## config.mk

```make
export PLATFORM = sky130hd
export DESIGN_NAME = dhis_top
export DESIGN_NICKNAME = d
export VERILOG_FILES = /design/src/dhis_pkg.sv /design/src/dhis_ser_rx.sv /design/src/dhis_top.sv
export VERILOG_INCLUDE_DIRS = /design/src
export SDC_FILE = /design/constraint.sdc
export NUM_CORES = 1
export LEC_CHECK = 0
export BUFFER_PORTS_ARGS = -buffer_cell sky130_fd_sc_hd__buf_4
export CAP_MARGIN = 20
export CORE_ASPECT_RATIO = 0.8
export CORE_MARGIN = 3
export CORE_UTILIZATION = 35
export DETAILED_ROUTE_END_ITERATION = 8
export GPL_TIMING_DRIVEN = 0
export PLACE_DENSITY = 0.6
export SLEW_MARGIN = 20
export SYNTH_ARGS = -nofsm -noshare
export SYNTH_HDL_FRONTEND = slang
export SYNTH_HIERARCHICAL = 1
export SYNTH_SLANG_ARGS = --single-unit
```

## constraint.sdc

```tcl
create_clock -name clock_i -period 2.9 [get_ports clock_i]
set_input_delay 0.58 -clock clock_i [delete_from_list [all_inputs] [get_ports clock_i]]
set_output_delay 0.58 -clock clock_i [all_outputs]
set_load 0.02 [all_outputs]
```

## src/dhis_params.svh

```systemverilog
// Purpose: Constants for the display host interface select block
// Assumes: Included by bare name
// Notes:   Strap codes are {proto_sel_hi, proto_sel_lo}
`ifndef DHIS_PARAMS_SVH
`define DHIS_PARAMS_SVH
`define DHIS_STRAP_I2C      2'h2
`define DHIS_STRAP_SER4     2'h0
`define DHIS_STRAP_PAR_EN   2'h1
`define DHIS_STRAP_PAR_RW   2'h3
`define DHIS_SER_BITS       4'h8
`define DHIS_I2C_ADDR_BASE  7'h3C
`define DHIS_READ_RESET     8'h00
`endif

```

## src/dhis_pkg.sv

```systemverilog
// Purpose: Types for the display host interface select block
// Assumes: Nothing
// Notes:   Constants live in dhis_params.svh
package dhis_pkg;
	typedef enum logic [1:0] {
		DHIS_MODE_SER4   = 2'b00,
		DHIS_MODE_PAR_EN = 2'b01,
		DHIS_MODE_I2C    = 2'b10,
		DHIS_MODE_PAR_RW = 2'b11
	} dhis_mode_t;

	typedef struct packed {
		logic       is_data;
		logic [7:0] value;
	} dhis_byte_t;
endpackage

```

## src/dhis_ser_rx.sv

```systemverilog
// Purpose: Four-wire serial byte receiver
// Assumes: Serial clock and data already in the system clock domain
// Notes:   Partial bytes are dropped when the select goes away
`timescale 1ns/1ps
`include "dhis_params.svh"
module dhis_ser_rx (
	// Clock and reset
	input  wire logic              clock_i,
	input  wire logic              rst_b_i,
	// Link
	input  wire logic              enable_i,
	input  wire logic              sclk_i,
	input  wire logic              serial_data_in_i,
	input  wire logic              dc_i,
	// Received byte
	output logic                   byte_valid_o,
	output dhis_pkg::dhis_byte_t   byte_o
);
	logic                 sclk_ff;
	logic [3:0]           cnt_ff;
	logic [7:0]           shift_ff;
	logic                 valid_ff;
	dhis_pkg::dhis_byte_t byte_ff;
	logic                 rise;
	logic [7:0]           nxt_shift;

	assign rise      = sclk_i & ~sclk_ff;
	assign nxt_shift = {shift_ff[6:0], serial_data_in_i};

	always_ff @(posedge clock_i) begin
		if (!rst_b_i) begin
			sclk_ff <= 1'b0;
		end else begin
			sclk_ff <= sclk_i;
		end
	end

	// ************************************************
	// Bit counting and shifting
	// ************************************************
	always_ff @(posedge clock_i) begin
		if (!rst_b_i || !enable_i) begin
			cnt_ff   <= 4'h0;
			shift_ff <= 8'h00;
		end else if (rise) begin
			shift_ff <= nxt_shift;
			cnt_ff   <= (cnt_ff == `DHIS_SER_BITS - 4'h1) ? 4'h0 : cnt_ff + 4'h1;
		end
	end

	always_ff @(posedge clock_i) begin
		if (!rst_b_i) begin
			valid_ff <= 1'b0;
			byte_ff  <= '0;
		end else begin
			valid_ff <= enable_i && rise && (cnt_ff == `DHIS_SER_BITS - 4'h1);
			if (enable_i && rise && (cnt_ff == `DHIS_SER_BITS - 4'h1)) begin
				byte_ff <= '{is_data: dc_i, value: nxt_shift};
			end
		end
	end

	assign byte_valid_o = valid_ff;
	assign byte_o       = byte_ff;
endmodule

```

## src/dhis_top.sv

```systemverilog
// Purpose: Host interface front end with strap-selected protocol
// Assumes: All pins synchronous to clock_i; I2C engine lives elsewhere
// Notes:   Parallel strobes are edge-detected once per access
//
// Behaviour
// - Straps pick I2C, four-wire serial, enable-strobe or split-strobe parallel.
// - Reset pin low holds the controller and this front end in initialisation.
// - Chip select low enables traffic; high blocks every byte, read and I2C access.
// - Parallel byte goes to display data when selector high, command when low.
// - Serial byte is display data when selector high, command when low.
// - In I2C mode the selector supplies the target address low bit.
// - Enable-strobe mode starts an access when enable is high and selected.
// - Enable-strobe direction high means read, low means write.
// - Split-strobe mode starts a read when read strobe low and selected.
// - Split-strobe mode starts a write when write strobe low, read strobe high and selected.
// - Parallel data bus is two-way, driven by the device only on reads.
// - Serial mode takes data from line 1 and clock from line 0.
`timescale 1ns/1ps
`include "dhis_params.svh"
module dhis_top (
	// Clock and reset
	input  wire logic              clock_i,
	input  wire logic              rst_b_i,
	// Straps and control pins
	input  wire logic              proto_sel_hi_i,
	input  wire logic              proto_sel_lo_i,
	input  wire logic              reset_n_in_i,
	input  wire logic              cs_n_i,
	input  wire logic              dc_i,
	input  wire logic              en_rd_n_i,
	input  wire logic              rw_wr_n_i,
	// Host data bus, split into three signals
	input  wire logic [7:0]        host_data_bus_i,
	output logic [7:0]             host_data_bus_o,
	output logic [7:0]             host_data_bus_oe_o,
	// Received bytes to the controller core
	output logic                   byte_valid_o,
	output dhis_pkg::dhis_byte_t   byte_o,
	// Read path from the controller core
	output logic                   rd_req_o,
	output logic                   rd_is_data_o,
	input  wire logic [7:0]        rd_data_i,
	// I2C engine hooks
	output logic                   i2c_active_o,
	output logic [6:0]             i2c_target_addr_o,
	output logic                   i2c_scl_o,
	output logic                   i2c_sda_in_o,
	input  wire logic              i2c_sda_drive_low_i,
	// Controller initialisation and mode
	output logic                   core_init_o,
	output dhis_pkg::dhis_mode_t   mode_o
);
	dhis_pkg::dhis_mode_t mode_ff;
	logic                 rst_ok;
	logic                 sel;
	logic                 par_acc;
	logic                 par_rd;
	logic                 par_acc_ff;
	logic                 nxt_rd_active;
	logic                 rd_active_ff;
	logic [7:0]           rd_data_ff;
	logic                 par_valid_ff;
	dhis_pkg::dhis_byte_t par_byte_ff;
	logic                 ser_valid;
	dhis_pkg::dhis_byte_t ser_byte;
	logic                 init_ff;

	// Both resets clear the front end; reset pin also drives core init
	assign rst_ok = rst_b_i & reset_n_in_i;
	assign sel    = ~cs_n_i;

	// ************************************************
	// Strap capture
	// ************************************************
	// Straps caught after release so they never feed the reset path
	always_ff @(posedge clock_i) begin
		if (!rst_ok) begin
			mode_ff <= dhis_pkg::DHIS_MODE_SER4;
		end else begin
			mode_ff <= dhis_pkg::dhis_mode_t'({proto_sel_hi_i, proto_sel_lo_i});
		end
	end

	always_ff @(posedge clock_i) begin
		if (!rst_b_i) begin
			init_ff <= 1'b1;
		end else begin
			init_ff <= ~reset_n_in_i;
		end
	end

	// ************************************************
	// Parallel access decode
	// ************************************************
	always_comb begin
		par_acc = 1'b0;
		par_rd  = 1'b0;
		case (mode_ff)
			dhis_pkg::DHIS_MODE_PAR_EN: begin
				par_acc = sel & en_rd_n_i;
				par_rd  = rw_wr_n_i;
			end
			dhis_pkg::DHIS_MODE_PAR_RW: begin
				par_acc = sel & (~en_rd_n_i | ~rw_wr_n_i);
				par_rd  = ~en_rd_n_i;
			end
			default: begin
				par_acc = 1'b0;
				par_rd  = 1'b0;
			end
		endcase
	end

	// Read drive lags the strobe by one cycle at both ends; data latched at its start so the host sees stable data
	assign nxt_rd_active = par_acc & par_rd;

	always_ff @(posedge clock_i) begin
		if (!rst_ok) begin
			par_acc_ff   <= 1'b0;
			rd_active_ff <= 1'b0;
		end else begin
			par_acc_ff   <= par_acc;
			rd_active_ff <= nxt_rd_active;
		end
	end

	always_ff @(posedge clock_i) begin
		if (!rst_ok) begin
			rd_data_ff <= `DHIS_READ_RESET;
		end else if (par_acc && par_rd && !par_acc_ff) begin
			rd_data_ff <= rd_data_i;
		end
	end

	// Write byte taken once on the strobe's leading edge
	always_ff @(posedge clock_i) begin
		if (!rst_ok) begin
			par_valid_ff <= 1'b0;
			par_byte_ff  <= '0;
		end else begin
			par_valid_ff <= par_acc && !par_rd && !par_acc_ff;
			if (par_acc && !par_rd && !par_acc_ff) begin
				par_byte_ff <= '{is_data: dc_i, value: host_data_bus_i};
			end
		end
	end

	assign rd_req_o           = par_acc & par_rd & ~par_acc_ff;
	assign rd_is_data_o       = dc_i;
	assign host_data_bus_o    = rd_active_ff ? rd_data_ff : 8'h00;
	assign host_data_bus_oe_o = rd_active_ff ? 8'hFF : 8'h00;

	// ************************************************
	// Serial receiver
	// ************************************************
	dhis_ser_rx u_ser_rx (
		.clock_i      (clock_i),
		.rst_b_i      (rst_ok),
		.enable_i     (sel && mode_ff == dhis_pkg::DHIS_MODE_SER4),
		.sclk_i       (host_data_bus_i[0]),
		.serial_data_in_i       (host_data_bus_i[1]),
		.dc_i         (dc_i),
		.byte_valid_o (ser_valid),
		.byte_o       (ser_byte)
	);

	assign byte_valid_o = par_valid_ff | ser_valid;
	assign byte_o       = par_valid_ff ? par_byte_ff : ser_byte;

	// ************************************************
	// I2C hooks
	// ************************************************
	// SCL comes in on line 0 and SDA on line 1; i2c_sda_drive_low_i drives no pin here
	assign i2c_active_o      = (mode_ff == dhis_pkg::DHIS_MODE_I2C) & sel;
	assign i2c_target_addr_o = {6'(`DHIS_I2C_ADDR_BASE >> 1), dc_i};
	assign i2c_scl_o         = host_data_bus_i[0];
	assign i2c_sda_in_o      = host_data_bus_i[1];

	assign core_init_o = init_ff;
	assign mode_o      = mode_ff;
endmodule

```

# == Yosys cells after proc, flatten, opt, wreduce, memory -nomap -nowiden ==
# Index checks and enable logic that the tools add are counted.
# W data, S select, Z words.
# op_classes
reduce_logical,13
eq_ne,4
addsub,1
muxes,6
bitwise_logic,15
# op_table
op,n
$mux W8,2
$mux W9,1
$and A1 B1 Y1,7
$logic_and A1 B1 Y1,7
$not A1 Y1,6
$add A4 B1 Y4 const B,1
$eq A2 B2 Y1 const B,2
$eq A4 B3 Y1 const B,1
$logic_not A1 Y1,4
$mux W4,1
$pmux W1 S2,2
$eq A2 B1 Y1 const B,1
$logic_not A2 Y1,1
$or A1 B1 Y1,2
$logic_or A1 B1 Y1,1
# totals
regBits,45
in_bits,26
word_cells,53

# == Logic depth before layout (Yosys ltp) ==
# Gate-level depths: netlist (run 1).
# logic_depth
depth_word,6
mapped_depth,6
ltp_nobuf,4

# == Hierarchy ==
# Netlist (run 1), hierarchy kept.
# by_module_without_submodules
mod,area_each_um2,instances,cells_per_inst,seq_area_each_um2
dhis_top,1204.9,1,138,460.4
dhis_ser_rx,855.8,1,97,440.4

# == Worst setup path before layout (run 1) ==
# No wires, ideal clock.
# synth_path
kind,input to output
from,input cs_n_i
to,output rd_req_o
n_path_buf,1
setup_slack_ns,1.059
stages,3
t_required_ns,2.320
arrival_ns,1.261
cell_sequence,or3b_4 a21oi_2 buf_6
# synth_between
elab_chain_cells,5
# synth_lines
element,line_no,rtl
start: declaration,dhis_top.sv:28,"input wire logic cs_n_i,"
$not A1 Y1 (*),dhis_top.sv:70,assign sel = ~cs_n_i;
"$and A1 B1 Y1, on equally long branches","dhis_top.sv:104, dhis_top.sv:100",
$pmux W1 S2 (*),dhis_top.sv:98,case (mode_ff)
$and A1 B1 Y1 (*) (2 in a row),dhis_top.sv:148,assign rd_req_o = par_acc & par_rd & ~par_acc_ff;
end: declaration,dhis_top.sv:40,"output logic rd_req_o,"
# Every way passes the cells marked *; elsewhere a longest branch is shown, timed or not.

==> results of run 1 <==
[layout make-up]
| type | count | share of cell area |
|---|---|---|
| Clock inverter | 1 | 0.00184 |
| Buffer | 31 | 0.0801 |
| Tap cell | 78 | 0.0359 |
| Sequential cell | 45 | 0.331 |
| Inverter | 1 | 0.00138 |
| Multi-Input combinational cell | 162 | 0.351 |
| Timing Repair Buffer | 59 | 0.163 |
| Clock buffer | 7 | 0.0355 |
[worst max-delay path, stage by stage (launching register included)]
cell	delay [ns]
dfxtp_1	0.33
clkbuf_1	0.46
mux2_2	0.42
buf_4	0.16
[cell usage in the layout (no fill, tap or decap), drive strengths merged, types with 2 or more instances in the layout]
cell,instances
dfxtp,45
nand3,11
buf,83
nand3b,3
nor2,2
clkbuf,14
conb,6
a21oi,21
mux2i,17
and2,10
o21ai,11
nor3b,2
nand2b,2
mux2,9
clkinv,2
nor3,2
and3,3
nand2,53
[worst paths after layout]
check | endpoint | cells past startpoint | slack (ns) | start
setup / recovery | byte_o[5] | 3 | 0.66 | par_valid_ff
hold reg to reg | rd_data_ff[3] | 2 | 0.45 | rd_data_ff[3]
setup reg to reg | par_byte_ff[5] | 3 | 1.47 | mode_o[0]
hold / removal | rd_data_ff[3] | 2 | 0.45 | rd_data_ff[3]
[report_power, final]
group | switching [mW] | total, mW | leakage (nW) | internal [mW]
Sequential | 0.00313 | 0.624 | 0.363 | 0.621
Clock | 0.212 | 0.428 | 0.0542 | 0.216
Combinational | 0.0596 | 0.111 | 0.692 | 0.0514
[metrics by stage]
step | hold slack (ns) | setup slack (ns) | cell area (sq um) | instances | util
final | 0.455 | 0.661 | 2720 | 384 | 0.487
after detailed placement | 0.446 | 0.729 | 2620 | 376 | 0.468
after global placement | 0.439 | 0.744 | 2620 | 376 | 0.468
after global routing | 0.471 | 0.563 | 2720 | 384 | 0.487
after floorplan | 0.430 | 1.06 | 2080 | 239 | -
after CTS | 0.457 | 0.658 | 2720 | 384 | 0.487
[kinds of logic after synthesis]
family,Yosys count,share of synthesized area
and+or+nand+nor,96,0.230
xor gates and xnor gates,1,0.00425
muxes,26,0.132
DFF,45,0.437
adders and majority gates,1,0.00607
buffers and inverters,32,0.107
AOI/OAI and AO/OA,32,0.0795
other,2,0.00364
[flip-flops by register name (all words and copies together), names as in the netlist, 2 cells and up]
signal / cells
u_ser_rx/cnt_ff: 4
par_byte_ff: 9
u_ser_rx/byte_o: 9
u_ser_rx/shift_ff: 7
mode_o: 2
rd_data_ff: 8
[per-layer routing]
layer / wire length, um / share of wire / vias up / global-route usage
met5: 0 / 0 / - / 0
met4: 67 / 0.014 / 0 / 0.0593
met3: 275 / 0.057 / 4 / 0.0390
met2: 2220 / 0.46 / 46 / 0.235
met1: 2230 / 0.47 / 820 / 0.193
li1: - / - / 897 / -
==> impl_metrics.json, run 1 <==
{
  "status": "completed",
  "hpwl_um": 3580,
  "cts_htree_levels": 2,
  "antenna_found_initial": 0,
  "area_delta_synth_final_pct": 31.9,
  "finalSetupViolations": 0,
  "vdd_drop_max_mv": 0.192,
  "vias": 1767,
  "groute.usage.overall": 0.147,
  "fin_nets": 332,
  "gpl.final_weighted_congestion": 0.759,
  "cts_resized": 0,
  "postCtsSetupRepairBufs": 0,
  "multi_input_area_sq_um": 953,
  "synth_top_area_frac": 0.437,
  "async_reset_ff_frac": 0,
  "overflow": 0,
  "tns_ns": 0,
  "synthesis.area_sq_um": 2060,
  "synth_cell_types": 34,
  "syn_area_per_cell_sq_um": 8.77,
  "grt_max_degree": 17,
  "clkTransAtPathRegs_ns": 0.08,
  "clock.fmax_mhz": 447,
  "cts_tree": "built",
  "clk_latency_ns": 0.30,
  "hold_buffers": 0,
  "endpoint_kind": "output pin",
  "crit_path_max_fanout": 10,
  "wirelength_um": 4790,
  "cts_buffer_depth": 2,
  "tightest_slew_ns": 0.658,
  "syn_inst": 235,
  "synthTopCellsByCount": "nand2_1 (53), dfxtp_1 (45), a21oi_1 (20)",
  "fill_cells": 548,
  "rsz0062_at_grt": "false",
  "finalHoldViolCount": 0,
  "drive_gt1_frac": 0.340,
  "cp.required_ns": 2.32,
  "die_h_um": 74.6,
  "drt_first_pass_iters": 4,
  "clock-sinks": 45,
  "power_mw": 1.16,
  "ys_top_cells_by_area": "dfxtp_1 (44%), nand2_1 (9.7%), mux2i_1 (8.3%), buf_4 (6.9%), mux2_2 (4.9%)",
  "grt_pass1_wl_um": 8050,
  "cp.arrival_ns": 1.66,
  "finalCriticalPeriod_ns": 2.24,
  "grt_pass1_vias": 1727,
  "start_util": 0.369,
  "synth-edff-count": 0,
  "fin_crit_sh": 0.772,
  "ys.flop_type": "dfxtp_1",
  "skew_ns": 0.00469,
  "power_density_nw_per_um2": 428,
  "start_kind": "flop",
  "drv_slew": 0,
  "core_sq_um": 5590,
  "relSlewSlack": 0.560,
  "io_pins": 67,
  "min_path_type": "reg -> reg",
  "final_antenna_net_count": 0,
  "yosysTopAreaCell": "dfxtp_1",
  "avgRoutedWirePerCell_um": 12.5,
  "drc": 0,
  "row_count": 24,
  "regArea_sq_um": 901,
  "antenna_cells": 0,
  "critPathKind": "reg -> out",
  "yosysSeqAreaShare": 0.437,
  "port_buffers": 59,
  "synth.most_common_cell": "nand2_1",
  "cts_root_buffer": "clkbuf_8",
  "drv_cap": 0,
  "via_per_inst": 4.60,
  "leakage_nw": 1.11,
  "numCtsBuffers": 5,
  "ys_seq_elements": 45,
  "drt_iter0_drc": 55,
  "synth_warnings": 6,
  "die-area_sq_um": 6850,
  "die_w_um": 91.8
}
(Power assumes the default switching activity.)
==> run 2, diff against run 1 <==
--- a/config.mk
+++ b/config.mk
@@ -6,6 +6,7 @@
 export SDC_FILE = /design/constraint.sdc
 export NUM_CORES = 1
 export LEC_CHECK = 0
+export ABC_AREA = 1
 export BUFFER_PORTS_ARGS = -buffer_cell sky130_fd_sc_hd__buf_4
 export CAP_MARGIN = 20
 export CORE_ASPECT_RATIO = 0.8
@@ -13,7 +14,7 @@
 export CORE_UTILIZATION = 35
 export DETAILED_ROUTE_END_ITERATION = 8
 export GPL_TIMING_DRIVEN = 0
-export PLACE_DENSITY = 0.6
+export PLACE_DENSITY = 0.61
 export SLEW_MARGIN = 20
 export SYNTH_ARGS = -nofsm -noshare
 export SYNTH_HDL_FRONTEND = slang
==> constraint.sdc (replaced) <==
create_clock -name clock_i -period 1.85 [get_ports clock_i]
set_input_delay 0.37 -clock clock_i [delete_from_list [all_inputs] [get_ports clock_i]]
set_output_delay 0.37 -clock clock_i [all_outputs]
set_load 0.02 [all_outputs]
==> impl_metrics.json, run 2 <==
{
  "status": "completed",
  "cts_root_buffer": "clkbuf_8",
  "finalSetupViolations": 0,
  "ys_seq_elements": 45,
  "clock.fmax_mhz": 582,
  "cp.arrival_ns": 1.35,
  "r2r_setup_slack_ns": 0.27,
  "yosysSeqAreaShare": 0.411,
  "antenna_found_initial": 0,
  "finalHoldViolCount": 0,
  "min_path_type": "in -> reg",
  "drt_iter0_drc": 81,
  "hold_buffers": 0,
  "crit_chain": "nand2_2, nand2_1, nand2_2, nor2_4, buf_4",
  "synthTopCellsByCount": "nand2_1 (79), nor2_1 (59), inv_1 (46)",
  "regArea_sq_um": 901,
  "cts_tree": "built",
  "setup_slack_ns": 0.133,
  "fin_nets": 424,
  "crit_path_frequent_cell": "nand2_2",
  "synth.most_common_cell": "nand2_1",
  "start_util": 0.367,
  "vdd_drop_max_mv": 0.322,
  "hpwl_um": 3750,
  "cp_slowest_stage_delay_ns": 0.41,
  "fin_area_sq_um": 2840,
  "clkTransAtPathRegs_ns": 0.08,
  "clkPwrFrac": 0.330,
  "utilization": 0.476,
  "drc": 0,
  "grt_max_degree": 14,
  "synth_cell_types": 26,
  "async_reset_ff_frac": 0,
  "syn_area_per_cell_sq_um": 6.72,
  "overflow": 0,
  "syn_inst": 326,
  "wirelength_um": 4780,
  "pre_cts_ws_ns": -0.0143,
  "endpoint_kind": "output pin",
  "antenna_cells": 0,
  "grt_pass1_vias": 1874,
  "core_sq_um": 5970,
  "die_h_um": 76.8,
  "yosysTopAreaCell": "dfxtp_1",
  "final_cells": 479,
  "synth-edff-count": 0,
  "fill_cells": 653,
  "synth_top_area_frac": 0.411,
  "cp.required_ns": 1.48,
  "power_density_nw_per_um2": 625,
  "placed_cell_area_sq_um": 2750,
  "clk_latency_ns": 0.30,
  "groute.usage.overall": 0.138,
  "layout_common_cells": "nand2_1 (79), buf_4 (79), nor2_1 (59)",
  "drive_gt1_frac": 0.266,
  "cts_htree_levels": 2,
  "power_frac_comb": 0.116,
  "drv_cap": 0,
  "synthesis.area_sq_um": 2190,
  "internal-power_mw": 1.33,
  "area_delta_synth_final_pct": 29.8,
  "dp_cells": 470,
  "fin_crit_sh": 0.928,
  "drv_slew": 0,
  "tightest_slew_ns": 0.493,
  "rsz0062_at_grt": "false",
  "pwr-share-seq": 0.554,
  "critPathKind": "reg -> out",
  "holdWs_ns": 0.285,
  "slowest_stage": "dfxtp_1",
  "final_antenna_net_count": 0,
  "grt_pass1_wl_um": 8190,
  "row_count": 25,
  "ys.flop_type": "dfxtp_1",
  "relSlewSlack": 0.669,
  "drt_first_pass_iters": 4,
  "avgRoutedWirePerCell_um": 9.97,
  "gpl.final_weighted_congestion": 0.770,
  "port_buffers": 59,
  "sw_frac_of_total": 0.250,
  "finalCriticalPeriod_ns": 1.72,
  "numCtsBuffers": 5,
  "start_kind": "flop",
  "synth_warnings": 6,
  "switchingPower_mw": 0.443,
  "leakage_nw": 1.39,
  "io_pins": 67,
  "via_per_inst": 4.26,
  "die-area_sq_um": 7250,
  "cts_buffer_depth": 2,
  "die_w_um": 94.5,
  "multi_input_area_sq_um": 946,
  "ys_top_cells_by_area": "dfxtp_1 (41%), nand2_1 (14%), nor2_1 (10%), inv_1 (7.9%), buf_4 (6.5%)",
  "vias": 2040,
  "crit_path_max_fanout": 5,
  "clock-sinks": 45,
  "skew_ns": 0.00530
}
==> run 2: cell count changes after synthesis, moves of 10 or more <==
cell and delta:
mux2i_1 -17, a21oi_1 -11, nand2_1 +26, nand3_1 +16
and2_1 -10, nor2_1 +57, inv_1 +46
==> run 2: worst max-delay path, delay by kind of cell, from the launching register on <==
family | cells | cell delay (ns)
flip-flops | 1 | 0.41
AND/OR/NAND/NOR | 4 | 0.50
buffers and inverters | 1 | 0.15
==> run 2: final timing paths <==
check | startpoint | end | depth (start not counted)
setup / recovery | mode_o[1] | rd_req_o | 5
hold / removal | proto_sel_hi_i | mode_o[1] | 3
setup reg to reg | mode_o[1] | u_ser_rx/cnt_ff[3] | 5
hold reg to reg | u_ser_rx/shift_ff[6] | u_ser_rx/shift_ff[6] | 2
==> run 2: through the flow <==
step / setup TNS [ns] / power, mW
floorplan: 0 / 1.13
global placement: -0.00290 / 1.21
detailed placement: -0.0143 / 1.21
CTS: 0 / 1.80
global route: 0 / 1.87
finish: 0 / 1.78
==> run 2: power by group through the flow <==
stage	Clock, mW	Combinational (mW)	Sequential (mW)
2_1_floorplan	0	0.125	1.01
3_3_place_gp	0	0.205	1.01
3_5_place_dp	0	0.207	1.01
4_1_cts	0.609	0.207	0.983
5_1_grt	0.650	0.232	0.985
6_report	0.587	0.206	0.983
==> run 2: per-layer routing <==
layer / share of wire / wire length (um) / GRT usage
met1: 0.48 / 2290 / 0.190
met2: 0.46 / 2190 / 0.213
met3: 0.054 / 260 / 0.0275
met4: 0.0071 / 34 / 0.0519
met5: 0 / 0 / 0
==> run 2: final cells by class <==
| cell class | count | share of cell area |
|---|---|---|
| Multi-Input combinational cell | 211 | 0.333 |
| Sequential cell | 45 | 0.317 |
| Timing Repair Buffer | 60 | 0.158 |
| Inverter | 50 | 0.0660 |
| Buffer | 24 | 0.0612 |
| Tap cell | 81 | 0.0356 |
| Clock buffer | 7 | 0.0268 |
| Clock inverter | 1 | 0.00264 |
==> run 2: logic make-up after synthesis <==
kind of cell    count (synthesis)  share of synthesized area
simple gates                  182                      0.356
buf+inv                        74                      0.164
flops                          45                      0.411
other cells                     2                    0.00343
compound gates                 21                     0.0560
xor+xnor                        1                    0.00400
fa+ha+maj                       1                    0.00571
==> run 2: what timing repair did <==
item / CTS / global route
pin swaps: 1 / 0
endpoints found under the hold margin: 0 / 0
resized for setup: 0 / 4
setup buffers: 1 / 0
setup endpoints to repair: 1 / 13
